### config.mk
export PLATFORM = sky130hd
export DESIGN_NAME = cdc_ctrl
export DESIGN_NICKNAME = d
export VERILOG_FILES = /design/src/verilog/cdc_pkg.sv /design/src/verilog/cdc_ctrl.sv /design/src/verilog/cdc_decode.sv
export SDC_FILE = /design/constraint.sdc
export NUM_CORES = 1
export LEC_CHECK = 0
export ABC_AREA = 1
export BUFFER_PORTS_ARGS = -buffer_cell sky130_fd_sc_hd__buf_2
export CAP_MARGIN = 30
export CORE_MARGIN = 1
export CORE_UTILIZATION = 57
export CTS_CLUSTER_DIAMETER = 100
export CTS_CLUSTER_SIZE = 16
export DETAILED_ROUTE_END_ITERATION = 8
export PLACE_DENSITY = 0.84
export SETUP_SLACK_MARGIN = 0.4
export SLEW_MARGIN = 15
export SYNTH_ARGS = -nofsm -noshare
export SYNTH_HDL_FRONTEND = slang
export SYNTH_SLANG_ARGS = --single-unit
### constraint.sdc
create_clock -name clk_i -period 3.8 [get_ports clk_i]
set_input_delay 0.57 -clock clk_i [delete_from_list [all_inputs] [get_ports clk_i]]
set_output_delay 0.57 -clock clk_i [all_outputs]
set_load 0.01 [all_outputs]
### src/verilog/cdc_pkg.sv
// Constants for the clock switch and divider control block.
// Assumes a single 100 MHz clock and a plain address/strobe register port.
// Overview of operation
// RULE_01 - Setting the switch request bit starts a switch to the selected new source and the bit clears once the switch is done.
// RULE_02 - Oscillator control writes take effect only right after the unlock sequence, other writes are ignored.
// RULE_03 - Software must pass through plain fast RC when going between the two PLL modes.
// RULE_04 - With recover on interrupt set, an interrupt clears slowdown enable so the ratio becomes 1:1.
// RULE_05 - With slowdown enabled the three-bit ratio code selects divide by 1 up to 128, otherwise the ratio is 1:1.
// RULE_06 - The fast RC postscaler code selects divide by 1, 2, 4, 8, 16, 32, 64 or 256, default 1.
// RULE_07 - The PLL output divider code selects 2, 4, reserved or 8.
// RULE_08 - The PLL input prescaler divides by 2 at code 0 and 3 at code 1, rising with the code.
// RULE_09 - The input prescaler divisor is the code plus two.
// RULE_10 - The new source code maps to fast RC, fast RC with PLL, primary, primary with PLL, secondary, low power RC, RC/16, RC/n.
package cdc_pkg;
    localparam logic [3:0] CDC_ADDR_OSC_CTRL = 4'h0;
    localparam logic [3:0] CDC_ADDR_CLK_DIV = 4'h1;
    localparam logic [3:0] CDC_ADDR_UNLOCK = 4'h2;
    localparam logic [3:0] CDC_ADDR_STATUS = 4'h3;
    localparam logic [15:0] CDC_UNLOCK_KEY1 = 16'h0046;
    localparam logic [15:0] CDC_UNLOCK_KEY2 = 16'h0057;
    localparam int CDC_SWITCH_BIT = 0;
    localparam int CDC_NEW_SOURCE_SELECT_LSB = 8;
    localparam int CDC_ROI_BIT = 15;
    localparam int CDC_CPU_SLOWDOWN_RATIO_LSB = 12;
    localparam int CDC_SLOWDOWN_ENABLE_BIT = 11;
    localparam int CDC_RC_POSTSCALER_SELECT_LSB = 8;
    localparam int CDC_POST_LSB = 6;
    localparam int CDC_PRE_LSB = 0;
    localparam logic [15:0] CDC_CLOCK_DIVISOR_CONTROL_RST = 16'h3040;
    localparam logic [15:0] CDC_CLOCK_DIVISOR_CONTROL_WMASK = 16'hffdf;
    localparam logic [2:0] CDC_NEW_SOURCE_SELECT_RST = 3'h0;
    localparam int CDC_SETTLE_NS = 100;
    localparam int CDC_CLK_MHZ = 100;
    localparam int CDC_SETTLE_CYC = (CDC_SETTLE_NS * CDC_CLK_MHZ + 999) / 1000;
    localparam logic [2:0] CDC_SRC_FRC = 3'h0;
    localparam logic [2:0] CDC_SRC_FAST_RC_WITH_PLL = 3'h1;
    localparam logic [2:0] CDC_SRC_PRI = 3'h2;
    localparam logic [2:0] CDC_SRC_PRIPLL = 3'h3;
    localparam logic [2:0] CDC_SRC_SEC = 3'h4;
    localparam logic [2:0] CDC_SRC_LOW_POWER_RC = 3'h5;
    localparam logic [2:0] CDC_SRC_FRC16 = 3'h6;
    localparam logic [2:0] CDC_SRC_FRCN = 3'h7;
    typedef enum logic [1:0] {
        CDC_ST_IDLE = 2'b00,
        CDC_ST_SETTLE = 2'b01,
        CDC_ST_DONE = 2'b10
    } cdc_sw_state_t;
    typedef enum logic [1:0] {
        CDC_UL_NONE = 2'b00,
        CDC_UL_KEY1 = 2'b01,
        CDC_UL_OPEN = 2'b10
    } cdc_ul_state_t;
endpackage
### src/verilog/cdc_ctrl.sv
// Clock switch request handshake and clock divider register.
// Assumes irq_i and switch_ack_i are synchronous to clk_i.
//
// Decided for this implementation: strobed register access and the register addresses.
`timescale 1ns/100ps
module cdc_ctrl
    import cdc_pkg::*;
(
    input wire logic clk_i,
    input wire logic rst_n_i,
    input wire logic [3:0] addr_i,
    input wire logic [15:0] wdata_i,
    input wire logic wr_i,
    input wire logic rd_i,
    input wire logic irq_i,
    input wire logic switch_ack_i,
    output logic [15:0] rdata_o,
    output logic switch_req_o,
    output logic [2:0] new_source_o,
    output logic [2:0] current_source_o,
    output logic [7:0] cpu_slowdown_div_o,
    output logic [8:0] rc_postscaler_div_o,
    output logic [3:0] pll_output_div_o,
    output logic [5:0] pll_input_div_o
);
    // Async assert, sync release, so no flop leaves reset on a split edge
    logic rst_s1_q;
    logic rst_q;

    always_ff @(posedge clk_i or negedge rst_n_i) begin
        if (!rst_n_i) begin
            rst_s1_q <= 1'b0;
            rst_q <= 1'b0;
        end else begin
            rst_s1_q <= 1'b1;
            rst_q <= rst_s1_q;
        end
    end

    // Switch sequencer state
    cdc_sw_state_t sw_d;
    cdc_sw_state_t sw_q;
    // Unlock sequence state
    cdc_ul_state_t ul_d;
    cdc_ul_state_t ul_q;
    // Requested and running source
    logic [2:0] new_source_select_d;
    logic [2:0] new_source_select_q;
    logic [2:0] cosc_d;
    logic [2:0] cosc_q;
    logic switch_request_bit_d;
    logic switch_request_bit_q;
    // Divider register and read data
    logic [15:0] clock_divisor_control_d;
    logic [15:0] clock_divisor_control_q;
    logic [15:0] rdata_d;
    logic [15:0] rdata_q;
    // Settle counter, holds the switch for CDC_SETTLE_CYC cycles; an ack during it is latched
    logic [7:0] cnt_d;
    logic [7:0] cnt_q;
    logic osc_wr;
    logic ack_seen_d;
    logic ack_seen_q;

    assign osc_wr = wr_i && (addr_i == CDC_ADDR_OSC_CTRL);

    // Unlock: two key writes in back-to-back accesses open one write
    always_comb begin
        ul_d = ul_q;
        if (wr_i || rd_i) begin
            ul_d = CDC_UL_NONE;
            if (wr_i && addr_i == CDC_ADDR_UNLOCK && wdata_i == CDC_UNLOCK_KEY1) begin
                ul_d = CDC_UL_KEY1;
            end else if (wr_i && addr_i == CDC_ADDR_UNLOCK && ul_q == CDC_UL_KEY1
                         && wdata_i == CDC_UNLOCK_KEY2) begin
                ul_d = CDC_UL_OPEN;
            end
        end
    end

    always_comb begin
        sw_d = sw_q;
        new_source_select_d = new_source_select_q;
        cosc_d = cosc_q;
        switch_request_bit_d = switch_request_bit_q;
        cnt_d = cnt_q;
        ack_seen_d = ack_seen_q;
        if (osc_wr && ul_q == CDC_UL_OPEN) begin // RULE_02
            new_source_select_d = wdata_i[CDC_NEW_SOURCE_SELECT_LSB +: 3]; // RULE_10
            if (wdata_i[CDC_SWITCH_BIT] && sw_q == CDC_ST_IDLE) begin
                switch_request_bit_d = 1'b1; // RULE_01
            end
        end
        case (sw_q)
            CDC_ST_IDLE: begin
                // Illegal PLL-to-PLL hops are software's problem, not checked
                if (switch_request_bit_q) begin // RULE_01 RULE_03
                    sw_d = CDC_ST_SETTLE;
                    cnt_d = 8'(CDC_SETTLE_CYC);
                    ack_seen_d = 1'b0;
                end
            end
            CDC_ST_SETTLE: begin
                if (switch_ack_i) begin
                    ack_seen_d = 1'b1;
                end
                if (cnt_q != 8'h00) begin
                    cnt_d = cnt_q - 8'h01;
                end else if (ack_seen_q || switch_ack_i) begin
                    sw_d = CDC_ST_DONE;
                end
            end
            CDC_ST_DONE: begin
                cosc_d = new_source_select_q;
                switch_request_bit_d = 1'b0; // RULE_01
                sw_d = CDC_ST_IDLE;
            end
            default: sw_d = CDC_ST_IDLE;
        endcase
    end

    // Divider register, no unlock needed
    // Interrupt wins over a same-cycle write so a wake-up is never lost
    always_comb begin
        clock_divisor_control_d = clock_divisor_control_q;
        if (wr_i && addr_i == CDC_ADDR_CLK_DIV) begin
            clock_divisor_control_d = wdata_i & CDC_CLOCK_DIVISOR_CONTROL_WMASK;
        end
        if (irq_i && clock_divisor_control_d[CDC_ROI_BIT]) begin // RULE_04
            clock_divisor_control_d[CDC_SLOWDOWN_ENABLE_BIT] = 1'b0;
        end
    end

    // Read data is zero outside the read slot, so a bus OR of slaves works
    always_comb begin
        rdata_d = 16'h0000;
        if (rd_i) begin
            case (addr_i)
                CDC_ADDR_OSC_CTRL: rdata_d = {1'b0, cosc_q, 1'b0, new_source_select_q, 7'h00, switch_request_bit_q};
                CDC_ADDR_CLK_DIV: rdata_d = clock_divisor_control_q;
                CDC_ADDR_STATUS: rdata_d = {14'h0000, sw_q};
                default: rdata_d = 16'h0000;
            endcase
        end
    end

    always_ff @(posedge clk_i or negedge rst_q) begin
        if (!rst_q) begin
            sw_q <= CDC_ST_IDLE;
            ul_q <= CDC_UL_NONE;
            new_source_select_q <= CDC_NEW_SOURCE_SELECT_RST;
            cosc_q <= CDC_NEW_SOURCE_SELECT_RST;
            switch_request_bit_q <= 1'b0;
            cnt_q <= 8'h00;
            ack_seen_q <= 1'b0;
            clock_divisor_control_q <= CDC_CLOCK_DIVISOR_CONTROL_RST;
            rdata_q <= 16'h0000;
        end else begin
            sw_q <= sw_d;
            ul_q <= ul_d;
            new_source_select_q <= new_source_select_d;
            cosc_q <= cosc_d;
            switch_request_bit_q <= switch_request_bit_d;
            cnt_q <= cnt_d;
            ack_seen_q <= ack_seen_d;
            clock_divisor_control_q <= clock_divisor_control_d;
            rdata_q <= rdata_d;
        end
    end

    assign rdata_o = rdata_q;
    assign switch_req_o = switch_request_bit_q;
    assign new_source_o = new_source_select_q;
    assign current_source_o = cosc_q;

    cdc_decode u_decode (
        .clk_i(clk_i),
        .rst_n_i(rst_q),
        .cpu_slowdown_ratio_code_i(clock_divisor_control_q[CDC_CPU_SLOWDOWN_RATIO_LSB +: 3]),
        .cpu_slowdown_ratio_en_i(clock_divisor_control_q[CDC_SLOWDOWN_ENABLE_BIT]),
        .frc_code_i(clock_divisor_control_q[CDC_RC_POSTSCALER_SELECT_LSB +: 3]),
        .post_code_i(clock_divisor_control_q[CDC_POST_LSB +: 2]),
        .pre_code_i(clock_divisor_control_q[CDC_PRE_LSB +: 5]),
        .cpu_slowdown_ratio_div_o(cpu_slowdown_div_o),
        .frc_div_o(rc_postscaler_div_o),
        .post_div_o(pll_output_div_o),
        .pre_div_o(pll_input_div_o)
    );
endmodule

### src/verilog/cdc_decode.sv
// Decodes divider codes into divisor values.
// Pure registered lookup, fed by the control register fields.
`timescale 1ns/100ps
module cdc_decode
    import cdc_pkg::*;
(
    input wire logic clk_i,
    input wire logic rst_n_i,
    input wire logic [2:0] cpu_slowdown_ratio_code_i,
    input wire logic cpu_slowdown_ratio_en_i,
    input wire logic [2:0] frc_code_i,
    input wire logic [1:0] post_code_i,
    input wire logic [4:0] pre_code_i,
    output logic [7:0] cpu_slowdown_ratio_div_o,
    output logic [8:0] frc_div_o,
    output logic [3:0] post_div_o,
    output logic [5:0] pre_div_o
);
    logic [7:0] cpu_slowdown_ratio_d, cpu_slowdown_ratio_q;
    logic [8:0] frc_d, frc_q;
    logic [3:0] post_d, post_q;
    logic [5:0] pre_d, pre_q;

    always_comb begin
        cpu_slowdown_ratio_d = cpu_slowdown_ratio_en_i ? (8'h01 << cpu_slowdown_ratio_code_i) : 8'h01; // RULE_05
        frc_d = (frc_code_i == 3'h7) ? 9'h100 : (9'h001 << frc_code_i); // RULE_06
        case (post_code_i) // RULE_07
            2'h0: post_d = 4'h2;
            2'h1: post_d = 4'h4;
            2'h3: post_d = 4'h8;
            default: post_d = 4'h0;
        endcase
        pre_d = {1'b0, pre_code_i} + 6'h02; // RULE_08 RULE_09
    end

    always_ff @(posedge clk_i or negedge rst_n_i) begin
        if (!rst_n_i) begin
            // Slowdown is disabled at reset, so the ratio shown is 1:1
            cpu_slowdown_ratio_q <= 8'h01;
            frc_q <= 9'h001;
            post_q <= 4'h4;
            pre_q <= 6'h02;
        end else begin
            cpu_slowdown_ratio_q <= cpu_slowdown_ratio_d;
            frc_q <= frc_d;
            post_q <= post_d;
            pre_q <= pre_d;
        end
    end

    assign cpu_slowdown_ratio_div_o = cpu_slowdown_ratio_q;
    assign frc_div_o = frc_q;
    assign post_div_o = post_q;
    assign pre_div_o = pre_q;
endmodule

---- Word level (Yosys, flattened, before mapping) ----
Cells that the tools add are included.
word-level totals
  register bits after elaboration ......... 80
  bits in latches ......................... 0
  RAM bits ................................ 0
  bits in read-only memories .............. 0
  output and inout bits ................... 50
  logic and storage cells ................. 83
  memories kept ........................... 0
cells by class
  add/subtract/negate cells ............... 2
  multipliers ............................. 0
  div/mod/pow operators ................... 0
  $lt $le $gt $ge ......................... 0
  equality and inequality tests ........... 17
  shift operators ......................... 2
  muxes and demuxes ....................... 22
  bitwise gates (word level) .............. 0
  reductions and logical operators ........ 23
operator list
  kind                                                                     number
  16-bit case mux with 3 select lines                                      1
  16-bit by 7-bit equality test with 1-bit output (second input constant)  2
  16-bit two-way mux                                                       2
  8-bit two-way mux                                                        3
  8-bit case mux with 2 select lines                                       1
  4-bit case mux with 3 select lines                                       1
  2-bit two-way mux                                                        5
  2-bit inequality test (second input constant)                            5
  1-bit logical AND                                                        9
  9-bit two-way mux                                                        1
  3-bit AND reduction                                                      3
  1-bit by 3-bit left shift with 9-bit output (first input constant)       1
  4-bit by 2-bit equality test with 1-bit output (second input constant)   2
  2-bit nonzero test                                                       4
  8-bit nonzero test                                                       1
  1-bit by 3-bit left shift with 8-bit output (first input constant)       1
  8-bit by 1-bit subtractor with 8-bit output (second input constant)      1
  5-bit by 2-bit adder with 6-bit output (second input constant)           1
  2-bit by 1-bit equality test with 1-bit output (second input constant)   3
  2-bit equality test (second input constant)                              3
  1-bit two-way mux                                                        6
  4-bit by 1-bit equality test with 1-bit output (second input constant)   1
  2-bit logical NOT                                                        2
  4-bit logical NOT                                                        1
  5 further kinds                                                          6

---- Depth between registers and ports, before layout ----
Gate-level depths: netlist of the first run.
  word-level depth ........................ 6
  depth in mapped cells ................... 9
  mapped depth without buffers ............ 9

---- Modules after synthesis ----
From an unflattened synthesis of the first run, not the netlist that was laid out.
second synthesis, totals
  cells, all modules ...................... 350
  area, all modules ....................... 3251.9 um^2
by module, submodules not included
  module      times used  cells each  area an instance (um^2)  sequential area each (um^2)
  cdc_ctrl    1           279         2391.0                   1305.0
  cdc_decode  1           71          860.8                    630.6

---- Worst setup path before layout of the first run ----
No wires, ideal clock.
  path kind ............................... reg2reg
  from .................................... register cnt_q[0]
  to ...................................... register cnt_q[1]
  setup time .............................. 118 ps
  arrival ................................. 1191 ps
  required time ........................... 3682 ps
  slack ................................... 2491 ps
  cell stages (with the launch flop) ...... 10
  buffers on the path ..................... 0
  cells stage by stage .................... dfrtp_1 > inv_1 > ha_1 > nand2_1 > nor2_1 > nand2_4 > nand2_8 > nand2_8 > nand2_1 > o21ai_2
between the ends
  longest elaborated chain between the ends .. 3
  elaborated cells on any way between the ends .. 6
RTL lines
  item                                                                                      RTL line                          RTL
  start, declared                                                                           cdc_ctrl.sv:60                    logic [7:0] cnt_q;
  start signal, assigned                                                                    cdc_ctrl.sv:164                   cnt_q <= cnt_d;
  8-bit by 1-bit subtractor with 8-bit output / 8-bit nonzero test (equally long branches)  cdc_ctrl.sv:108, cdc_ctrl.sv:107
  8-bit two-way mux / 2-bit inequality test (equally long branches)                         -
  8-bit case mux with 2 select lines / 3-bit AND reduction (equally long branches)          -
Parallel ways exist; a longest one is shown, timed or not. The select of a mux whose other input is x is not followed.
A chain may end at the register's enable or synchronous reset.

---- Final worst setup path of the first run ----
  from .................................... register u_decode.frc_q[0] (netlist: u_decode.frc_div_o[0])
  to ...................................... output rc_postscaler_div_o[0]
RTL lines
  item                    RTL line          RTL
  start, declared         cdc_decode.sv:20  logic [8:0] frc_d, frc_q;
  start signal, assigned  cdc_decode.sv:45  frc_q <= frc_d;
  end, declared           cdc_ctrl.sv:22    output logic [8:0] rc_postscaler_div_o,
No word-level cell between the ends.

==> impl_metrics.py, run 1 <==
metrics = {
    "cells_and_area": {
        "area_delta_synth_final_pct": 18.6,
        "fin_util_pct": 70.4,
        "num-nets-final": 449,
        "n_antenna_cell": 0,
        "fill_cells": 407,
        "drive_gt1_share_pct": 30.1,
    },
    "critical_path": {
        "worstPathArrival_ps": 980,
        "end_kind": "output pin",
        "slowest_stage": "dfstp_2",
        "crit_path_max_fanout": 1,
        "max_stage_delay_ps": 520,
        "path_class": "register to output pin",
        "r2r_slack_ps": 2360,
        "crit_required_ps": 3230,
        "cp_cell_sequence": "buf_2",
        "cp_top_family": "flip-flops",
        "path_buf_inv": 1,
        "critPathLaunchType": "register",
    },
    "clock_tree": {
        "clock_latency_ps": 340,
        "cts_resized": 0,
        "cts_tree": "yes",
        "numCtsBuffers": 9,
        "clockRootBuffer": "clkbuf_8",
        "cts_max_level": 3,
        "cts_buffer_depth": 2,
        "cts.reportedPaths.clkPinSlew_ps": 80,
        "cts.sinks": 77,
    },
    "logic_synthesis": {
        "yosysSeqAreaShare_pct": 59.2,
        "syn_area_um2": 3270,
        "synth_warnings": 0,
        "synthCells": 337,
        "syn_avg_cell_area_um2": 9.70,
        "ys_seq_elements": 77,
        "synthDistinctLibCells": 31,
    },
    "pwr": {
        "powerDensity_nw_per_um2": 442,
        "finalPower_uw": 1710,
        "irDropWorstVdd_mv": 0.234,
        "p_leak_uw": 0.00203,
    },
    "placement": {
        "io_buffers": 72,
        "hpwl_um": 4730,
        "dp_worst_setup_slack_ps": 2220,
        "gp_congestion": 0.824,
    },
    "detailed_routing": {
        "wl_um": 6430,
        "routed_via_density": 5.00,
        "first_iter_violations": 185,
        "drc": 0,
        "firstDrtPassIters": 5,
        "wl_per_cell_um": 12.9,
        "num_vias": 2483,
        "ant_nets": 0,
    },
    "grt": {
        "grt_pass1_vias": 2297,
        "grt_max_degree": 45,
        "grt_pass1_wl_um": 10800,
        "antenna_found_initial": 0,
        "track_usage_pct": 23.7,
        "overflow": 0,
    },
    "sta": {
        "holdWs_ps": 167,
        "hold_viol": 0,
        "fin_crit_sh_pct": 40.7,
        "worst_slack_ps": 2250,
        "slew_viol_final": 0,
        "fmax_ghz": 0.646,
        "fin_tns_setup_ps": 0,
        "rsz0062_at_grt": "false",
        "finalSetupViolations": 0,
        "post-route-min-period_ps": 1550,
        "finClkSkew_ps": 11.1,
    },
    "run_status": {
        "status": "finished clean",
    },
    "floorplan": {
        "core.rowCount": 27,
        "fp.dieW_um": 77.7,
        "core_um2": 5510,
        "initial_utilization_pct": 59.4,
        "die-area_um2": 6040,
        "die_y_um": 77.7,
        "io_pins": 76,
    },
    "flow_run": {
        "cap_violations": 0,
    },
    "hold_path": {
        "hold_class": "register to async pin",
    },
}
## layer usage
metal | global-route usage [%] | up-vias | share of wire, %
met4 | 10.0 | 0 | 1.7
met1 | 31.4 | 1177 | 42
met3 | 5.41 | 10 | 5.6
li1 | - | 1221 | -
met2 | 37.8 | 75 | 51
met5 | 0 | - | 0
## registers in the layout, indices dropped and copies added, names as in the netlist
signal and count:
sw_q 2, new_source_o 3, rdata_o 15, ul_q 2
clock_divisor_control_q 15, u_decode.frc_div_o 8, u_decode.post_div_o 3, rst_s1_q 1
rst_q 1, switch_req_o 1, u_decode.pre_div_o 6, u_decode.cpu_slowdown_ratio_div_o 8
cnt_q 8, current_source_o 3, ack_seen_q 1
## kinds of logic (layout without fill, tap and decap cells)
kind of cell / after synthesis / count (layout) / synth area share, %
and+or+nand+nor: 163 / 163 / 24.0
DFF: 77 / 77 / 59.2
buffers and inverters: 52 / 138 / 7.20
AOI/OAI and AO/OA: 36 / 36 / 7.08
xor gates and xnor gates: 4 / 4 / 1.07
adders and majority gates: 3 / 3 / 1.15
other: 2 / 4 / 0.230
## what timing repair did
item,CTS,global route
hold buffers,1,0
buffers inserted,0,0
hold endpoints to repair,2,0
## synthesized netlist by cell type
library cell / number / share of area, %
buf_6: 1 / 0.34
nor2_8: 1 / 0.61
conb_1: 2 / 0.23
nor2_4: 4 / 1.4
dfrtp_1: 70 / 54
o211ai_2: 1 / 0.38
clkinv_4: 1 / 0.27
ha_1: 3 / 1.1
nand2_2: 6 / 1.1
buf_4: 3 / 0.69
o21ai_1: 2 / 0.31
nand3_1: 21 / 3.2
nor2_1: 38 / 4.4
inv_2: 3 / 0.34
inv_1: 43 / 4.9
nand3_4: 1 / 0.54
o21ai_2: 10 / 2.7
o21a_1: 1 / 0.23
nor3_1: 8 / 1.2
o22ai_1: 1 / 0.19
xor2_1: 4 / 1.1
a21oi_1: 8 / 1.2
nand2_1: 72 / 8.3
nand4_1: 8 / 1.5
buf_12: 1 / 0.61
nand2_8: 2 / 1.2
o211ai_1: 1 / 0.23
nand2_4: 1 / 0.34
o21ai_0: 12 / 1.8
nor2_2: 1 / 0.19
dfstp_2: 7 / 5.6
## cell type report
cell class	instances	area (µm²)	area share, %
Sequential cell	77	1940	50.0
Inverter	47	181	4.68
Clock buffer	10	128	3.29
Timing Repair Buffer	75	398	10.3
Tap cell	72	90.1	2.32
Multi-Input combinational cell	210	1100	28.5
Clock inverter	6	38.8	1.00
## power breakdown
part	switching, µW	total (µW)	internal [µW]
combinational	137	226	89.4
clock	288	524	236
sequential	54.2	963	909
total	479	1710	1230
## through the flow
stage / instances / instance area [µm²]
2_1_floorplan: 339 / 3280
3_3_place_gp: 479 / 3680
3_5_place_dp: 479 / 3680
4_1_cts: 496 / 3860
5_1_grt: 497 / 3880
6_report: 497 / 3880
## final timing paths
| kind | startpoint | end | depth (start not counted) |
|---|---|---|---|
| hold reg to reg | rst_q | new_source_o[0] | 0 |
| setup reg to reg | cnt_q[0] | cnt_q[6] | 9 |
| min in group clk_i | rst_s1_q | rst_q | 0 |
| setup / recovery | u_decode.frc_div_o[0] | rc_postscaler_div_o[0] | 1 |
| max in group asynchronous | rst_q | u_decode.pre_div_o[1] | 1 |
| hold / removal | rst_q | new_source_o[0] | 0 |
## placed cells by master (no fill, tap or decap), types with 4 or more instances in the layout
| cell type | count |
|---|---|
| o21ai_0 | 12 |
| inv_1 | 43 |
| dfstp_2 | 7 |
| xor2_1 | 4 |
| nor2_1 | 38 |
| nand2_1 | 72 |
| nor3_1 | 8 |
| nand4_1 | 8 |
| nor2_4 | 4 |
| clkbuf_8 | 9 |
| nand2_2 | 6 |
| buf_2 | 72 |
| o21ai_2 | 10 |
| conb_1 | 4 |
| nand3_1 | 21 |
| a21oi_1 | 8 |
| dfrtp_1 | 69 |
Power figures use the tool's default switching activity.
==> run 2, diff against run 1 <==
--- a/config.mk
+++ b/config.mk
@@ -9,11 +9,11 @@
 export BUFFER_PORTS_ARGS = -buffer_cell sky130_fd_sc_hd__buf_2
 export CAP_MARGIN = 30
 export CORE_MARGIN = 1
-export CORE_UTILIZATION = 57
+export CORE_UTILIZATION = 48
 export CTS_CLUSTER_DIAMETER = 100
 export CTS_CLUSTER_SIZE = 16
 export DETAILED_ROUTE_END_ITERATION = 8
-export PLACE_DENSITY = 0.84
+export PLACE_DENSITY = 0.75
 export SETUP_SLACK_MARGIN = 0.4
 export SLEW_MARGIN = 15
 export SYNTH_ARGS = -nofsm -noshare
==> constraint.sdc (replaced) <==
create_clock -name clk_i -period 1.25 [get_ports clk_i]
set_input_delay 0.1875 -clock clk_i [delete_from_list [all_inputs] [get_ports clk_i]]
set_output_delay 0.1875 -clock clk_i [all_outputs]
set_load 0.01 [all_outputs]
==> run 2 against run 1 <==
  * Utilization shrank 0.73 points
  * Global-route usage shrank 2.2 points
  * Wire length grew 17%
  * Critical path depth grew 8
  * Power grew to 3.4 times the previous value
  * Via count grew 6.1%
  * Cell area grew 16%
  * The run now ends with DRC, setup timing left
  * Worst setup slack lost 2300 ps
==> impl_metrics.py, run 2 (same netlist as run 1, synthesis figures left out) <==
metrics = {
    "cells_and_area": {
        "mostFrequentLayoutCells": "buf_2 (66), dfrtp_1 (61), nand2_1 (54), inv_1 (28), nor2_1 (27)",
        "final_common_cell": "buf_2",
        "area_delta_synth_final_pct": 37.7,
        "drive_gt1_share_pct": 50.7,
        "fin_cells": 537,
        "fin_util_pct": 69.7,
        "n_antenna_cell": 0,
        "ff_latch_area_um2": 1950,
        "fill_cells": 485,
        "multi_input_area_um2": 1340,
        "num-nets-final": 484,
    },
    "sta": {
        "finalSetupViolations": 2,
        "fin_tns_setup_ps": -3.83,
        "finClkSkew_ps": 10.5,
        "worst_slack_ps": -2.02,
        "slew_viol_final": 0,
        "hold_viol": 0,
        "holdWs_ps": 36.5,
        "rsz0062_at_grt": "true",
        "fin_crit_sh_pct": 100,
        "post-route-min-period_ps": 1250,
        "fmax_ghz": 0.799,
    },
    "critical_path": {
        "slowest_stage": "dfrtp_1",
        "r2r_slack_ps": -2,
        "end_kind": "register",
        "path_class": "register to register",
        "crit_required_ps": 1500,
        "cp_cell_sequence": "inv_2 -> ha_4 -> nand2_4 -> nor2_4 -> nand2_4 -> nand2_8 -> nand2_8 -> nand2_2 -> o21ai_2",
        "crit_path_max_fanout": 8,
        "max_stage_delay_ps": 400,
        "worstPathArrival_ps": 1500,
        "critPathLaunchType": "register",
    },
    "clock_tree": {
        "cts_buffer_depth": 2,
        "cts.reportedPaths.clkPinSlew_ps": 90,
        "cts_tree": "yes",
        "clock_latency_ps": 360,
        "clockRootBuffer": "clkbuf_8",
        "cts_max_level": 3,
        "cts.sinks": 77,
        "numCtsBuffers": 9,
    },
    "floorplan": {
        "core_um2": 6460,
        "initial_utilization_pct": 50.6,
        "core.rowCount": 29,
        "die-area_um2": 7140,
        "io_pins": 76,
        "die_y_um": 84.5,
        "fp.dieW_um": 84.5,
    },
    "placement": {
        "hpwl_um": 5010,
        "dp.cells": 491,
        "io_buffers": 72,
        "gp_congestion": 0.824,
        "dp_worst_setup_slack_ps": -24.6,
    },
    "detailed_routing": {
        "drc": 4,
        "routed_via_density": 4.91,
        "wl_per_cell_um": 14.0,
        "first_iter_violations": 132,
        "firstDrtPassIters": 9,
        "num_vias": 2635,
        "ant_nets": 0,
        "wl_um": 7510,
    },
    "pwr": {
        "powerDensity_nw_per_um2": 1280,
        "p_leak_uw": 0.00222,
        "irDropWorstVdd_mv": 0.635,
    },
    "grt": {
        "antenna_found_initial": 0,
        "grt_max_degree": 39,
        "grt_pass1_vias": 2505,
        "track_usage_pct": 21.5,
        "grt_pass1_wl_um": 11800,
        "overflow": 0,
    },
    "run_status": {
        "violations": "DRC, setup timing",
        "status": "finished with violations",
    },
    "flow_run": {
        "cap_violations": 0,
    },
    "hold_path": {
        "hold_class": "input pin to register",
    },
}
==> run 2: changes by cell type in the layout (fill, tap and decap cells not counted), sizes merged <==
cell	change
clkinvlp	+2
bufinv	+1
buf	+33
nor2	+1
clkinv	-3
nand2	+1
==> run 2: path summary, 6_finish.rpt <==
path	start	to	depth (start not counted)
min in group asynchronous	rst_n_i	rst_q	2
hold reg to reg	rst_q	new_source_o[1]	0
setup reg to reg	cnt_q[0]	cnt_q[1]	9
setup / recovery	cnt_q[0]	cnt_q[1]	9
hold / removal	wdata_i[13]	clock_divisor_control_q[13]	3
max in group asynchronous	rst_q	u_decode.pre_div_o[1]	1
==> run 2: layout make-up <==
class	count	area share, %
sequential	77	43.3
timing repair buffer	108	16.3
tap	77	2.14
clock inverter	6	1.56
inverter	47	4.17
multi-input combinational	212	29.7
clock buffer	10	2.84
==> run 2: per-stage QoR <==
step                      area (µm²)  total power [µW]
final                           4500              5740
after global routing            4500              6000
after CTS                       4290              5660
after detailed placement        3850              3690
after global placement          3850              3660
after floorplan                 3350              3370
==> run 2: repair_timing <==
item	4_1_cts	5_1_grt
gates resized for setup	40	37
endpoints found under the hold margin	2	0
gates cloned	2	0
setup buffers	14	13
endpoints found under the setup margin	81	94
hold buffers	1	0
pin swaps	11	17
==> run 2: critical path, delay by kind of cell (launching register included) <==
kind | cells | cell delay [ps]
AND/OR/NAND/NOR | 6 | 450
flip-flops | 1 | 400
adder cells (fa/ha/maj) | 1 | 140
buffers and inverters | 1 | 100
AO/OA/AOI/OAI | 1 | 50
==> run 2: power by group <==
group	switching [µW]	leakage [µW]	total, µW	internal (µW)
combinational	495	0.00119	879	385
clock	962	0.0000895	1900	937
sequential	194	0.000946	2970	2770
==> run 2: metal layers <==
metal | global-route usage (%) | wire length, µm | up-vias
met5 | 0 | 0 | -
met4 | 9.71 | 191 | 0
met3 | 4.33 | 353 | 19
met2 | 34.5 | 3700 | 85
met1 | 28.5 | 3260 | 1234
li1 | - | - | 1297
==> run 3, diff against run 2 <==
--- a/config.mk
+++ b/config.mk
@@ -9,11 +9,12 @@
 export BUFFER_PORTS_ARGS = -buffer_cell sky130_fd_sc_hd__buf_2
 export CAP_MARGIN = 30
 export CORE_MARGIN = 1
-export CORE_UTILIZATION = 48
+export CORE_UTILIZATION = 44
 export CTS_CLUSTER_DIAMETER = 100
 export CTS_CLUSTER_SIZE = 16
 export DETAILED_ROUTE_END_ITERATION = 8
-export PLACE_DENSITY = 0.75
+export PLACE_DENSITY = 0.7
+export REMOVE_ABC_BUFFERS = 1
 export SETUP_SLACK_MARGIN = 0.4
 export SLEW_MARGIN = 15
 export SYNTH_ARGS = -nofsm -noshare
==> run 3 against run 2 <==
  * The flow finishes with violations (setup timing)
  * Via count grew 1.1%
  * Utilization shrank 5.8 points
  * Register-to-register slack worse by 70 ps
  * Die area increased by 8.9%
  * Worst setup slack worse by 74 ps
  * Maximum frequency decreased by 5.6%
  * Flip-flop and latch count stayed put
  * Largest cell class unchanged
  * Largest power group unchanged
  * Highest routed layer unchanged
==> impl_metrics.py, run 3 (same netlist as run 1, synthesis figures left out) <==
metrics = {
    "critical_path": {
        "cp_top_family": "flip-flops",
        "worstPathArrival_ps": 1620,
        "crit_required_ps": 1540,
        "critPathLaunchType": "register",
        "crit_path_max_fanout": 4,
        "cp_cell_sequence": "inv_2 -> buf_6 -> ha_4 -> nand3_2 -> xor2_1 -> nor2_1 -> nand2_2 -> nand2_2",
        "path_class": "register to register",
        "slowest_stage": "dfrtp_1",
        "max_stage_delay_ps": 400,
        "critPathMostFrequentCell": "nand2_2",
        "end_kind": "register",
        "r2r_slack_ps": -80,
        "path_buf_inv": 2,
    },
    "sta": {
        "finalSetupViolations": 7,
        "fin_crit_sh_pct": 106,
        "slew_viol_final": 0,
        "worst_slack_ps": -76.1,
        "hold_viol": 0,
        "fin_tns_setup_ps": -376,
        "fmax_ghz": 0.754,
        "post-route-min-period_ps": 1330,
        "rsz0062_at_grt": "true",
        "finClkSkew_ps": 6.19,
    },
    "clock_tree": {
        "cts.sinks": 77,
        "cts.reportedPaths.clkPinSlew_ps": 80,
        "clockRootBuffer": "clkbuf_8",
        "cts_buffer_depth": 2,
        "cts_tree": "yes",
        "clock_latency_ps": 340,
        "numCtsBuffers": 9,
        "cts_max_level": 3,
    },
    "grt": {
        "grt_pass1_vias": 2517,
        "grt_max_degree": 76,
        "antenna_found_initial": 0,
        "grt_pass1_wl_um": 11300,
        "overflow": 0,
        "track_usage_pct": 19.3,
    },
    "cells_and_area": {
        "drive_gt1_share_pct": 50.0,
        "n_antenna_cell": 0,
        "stdcell_area_um2": 4610,
        "multi_input_area_um2": 1330,
        "num-nets-final": 486,
        "mostFrequentLayoutCells": "dfrtp_1 (64), buf_2 (62), nand2_1 (53), inv_1 (28), nor2_1 (27)",
        "fill_cells": 592,
        "fin_cells": 561,
        "final_common_cell": "dfrtp_1",
        "area_delta_synth_final_pct": 41.1,
        "ff_latch_area_um2": 1940,
    },
    "detailed_routing": {
        "num_vias": 2665,
        "wl_per_cell_um": 12.9,
        "ant_nets": 0,
        "routed_via_density": 4.75,
        "firstDrtPassIters": 5,
        "wl_um": 7230,
        "drc": 0,
        "first_iter_violations": 102,
    },
    "floorplan": {
        "core.rowCount": 31,
        "core_um2": 7210,
        "fp.dieW_um": 88.2,
        "die-area_um2": 7780,
        "die_y_um": 88.2,
        "io_pins": 76,
        "initial_utilization_pct": 45.3,
    },
    "placement": {
        "hpwl_um": 4710,
        "dpl-instance-area_um2": 3830,
        "io_buffers": 72,
        "dp_worst_setup_slack_ps": -122,
        "gp_congestion": 0.836,
        "dp.cells": 516,
    },
    "flow_run": {
        "cap_violations": 0,
    },
    "hold_path": {
        "hold_class": "input pin to register",
    },
    "pwr": {
        "irDropWorstVdd_mv": 0.610,
        "finalPower_uw": 5640,
        "powerDensity_nw_per_um2": 1220,
        "p_leak_uw": 0.00228,
    },
    "run_status": {
        "status": "finished with violations",
        "violations": "setup timing",
    },
}
## run 3: cell count changes in the layout (fill, tap and decap cells not counted), moves of 4 or more
| cell | change |
|---|---|
| buf_6 | +6 |
| buf_2 | -4 |
| nor3_2 | -4 |
| nand2_4 | +4 |
| nor3_1 | +4 |
## run 3: timing repair
item,4_1_cts,5_1_grt
pin swaps,17,33
hold buffers,1,0
endpoints found under the setup margin,79,89
endpoints found under the hold margin,2,0
resized for setup,58,52
buffers inserted,13,14
gates cloned,1,0
## run 3: power breakdown
group	internal (µW)	total (µW)	switching (µW)	leakage, µW
clock	973	1880	905	0.000102
combinational	357	811	454	0.00122
sequential	2770	2950	178	0.000950
total	4100	5640	1540	0.00228
## run 3: path summary, 6_finish.rpt
check,start,to,depth (start not counted)
max in group asynchronous,rst_q,clock_divisor_control_q[6],1
worst max register to register,cnt_q[0],cnt_q[4],8
worst min-delay path,wdata_i[12],clock_divisor_control_q[12],3
min in group asynchronous,rst_n_i,rst_q,2
worst min register to register,rst_q,cnt_q[6],1
worst max-delay path,cnt_q[0],cnt_q[4],8
## run 3: layer usage
layer | vias to the layer above | routed length (µm) | track usage (%) | part of all wire, %
met3 | 13 | 393 | 4.52 | 5.4
met4 | 0 | 109 | 7.18 | 1.5
met5 | - | 0 | 0 | 0
li1 | 1294 | - | - | -
met2 | 71 | 3700 | 33.6 | 51
met1 | 1287 | 3020 | 23.2 | 42
## run 3: final cells by class
cell class                      instances  share of cell area, %
Tap cell                               99                   2.69
Inverter                               47                   4.10
Clock buffer                           10                   2.98
Timing Repair Buffer                  111                   17.9
Clock inverter                          6                   1.33
Sequential cell                        77                   42.1
Multi-Input combinational cell        211                   28.8
## run 3: stage by stage
stage | util, % | hold WS, ps
2_1_floorplan | - | -108
3_3_place_gp | 53.1 | -27.1
3_5_place_dp | 53.1 | -26.8
4_1_cts | 60.2 | 59.5
5_1_grt | 63.9 | 65.4
6_report | 63.9 | 68.9
## run 3: tightest hold or removal path: stages
cell     delay, ps
buf_2          110
nand2_1         70
o21ai_2         50
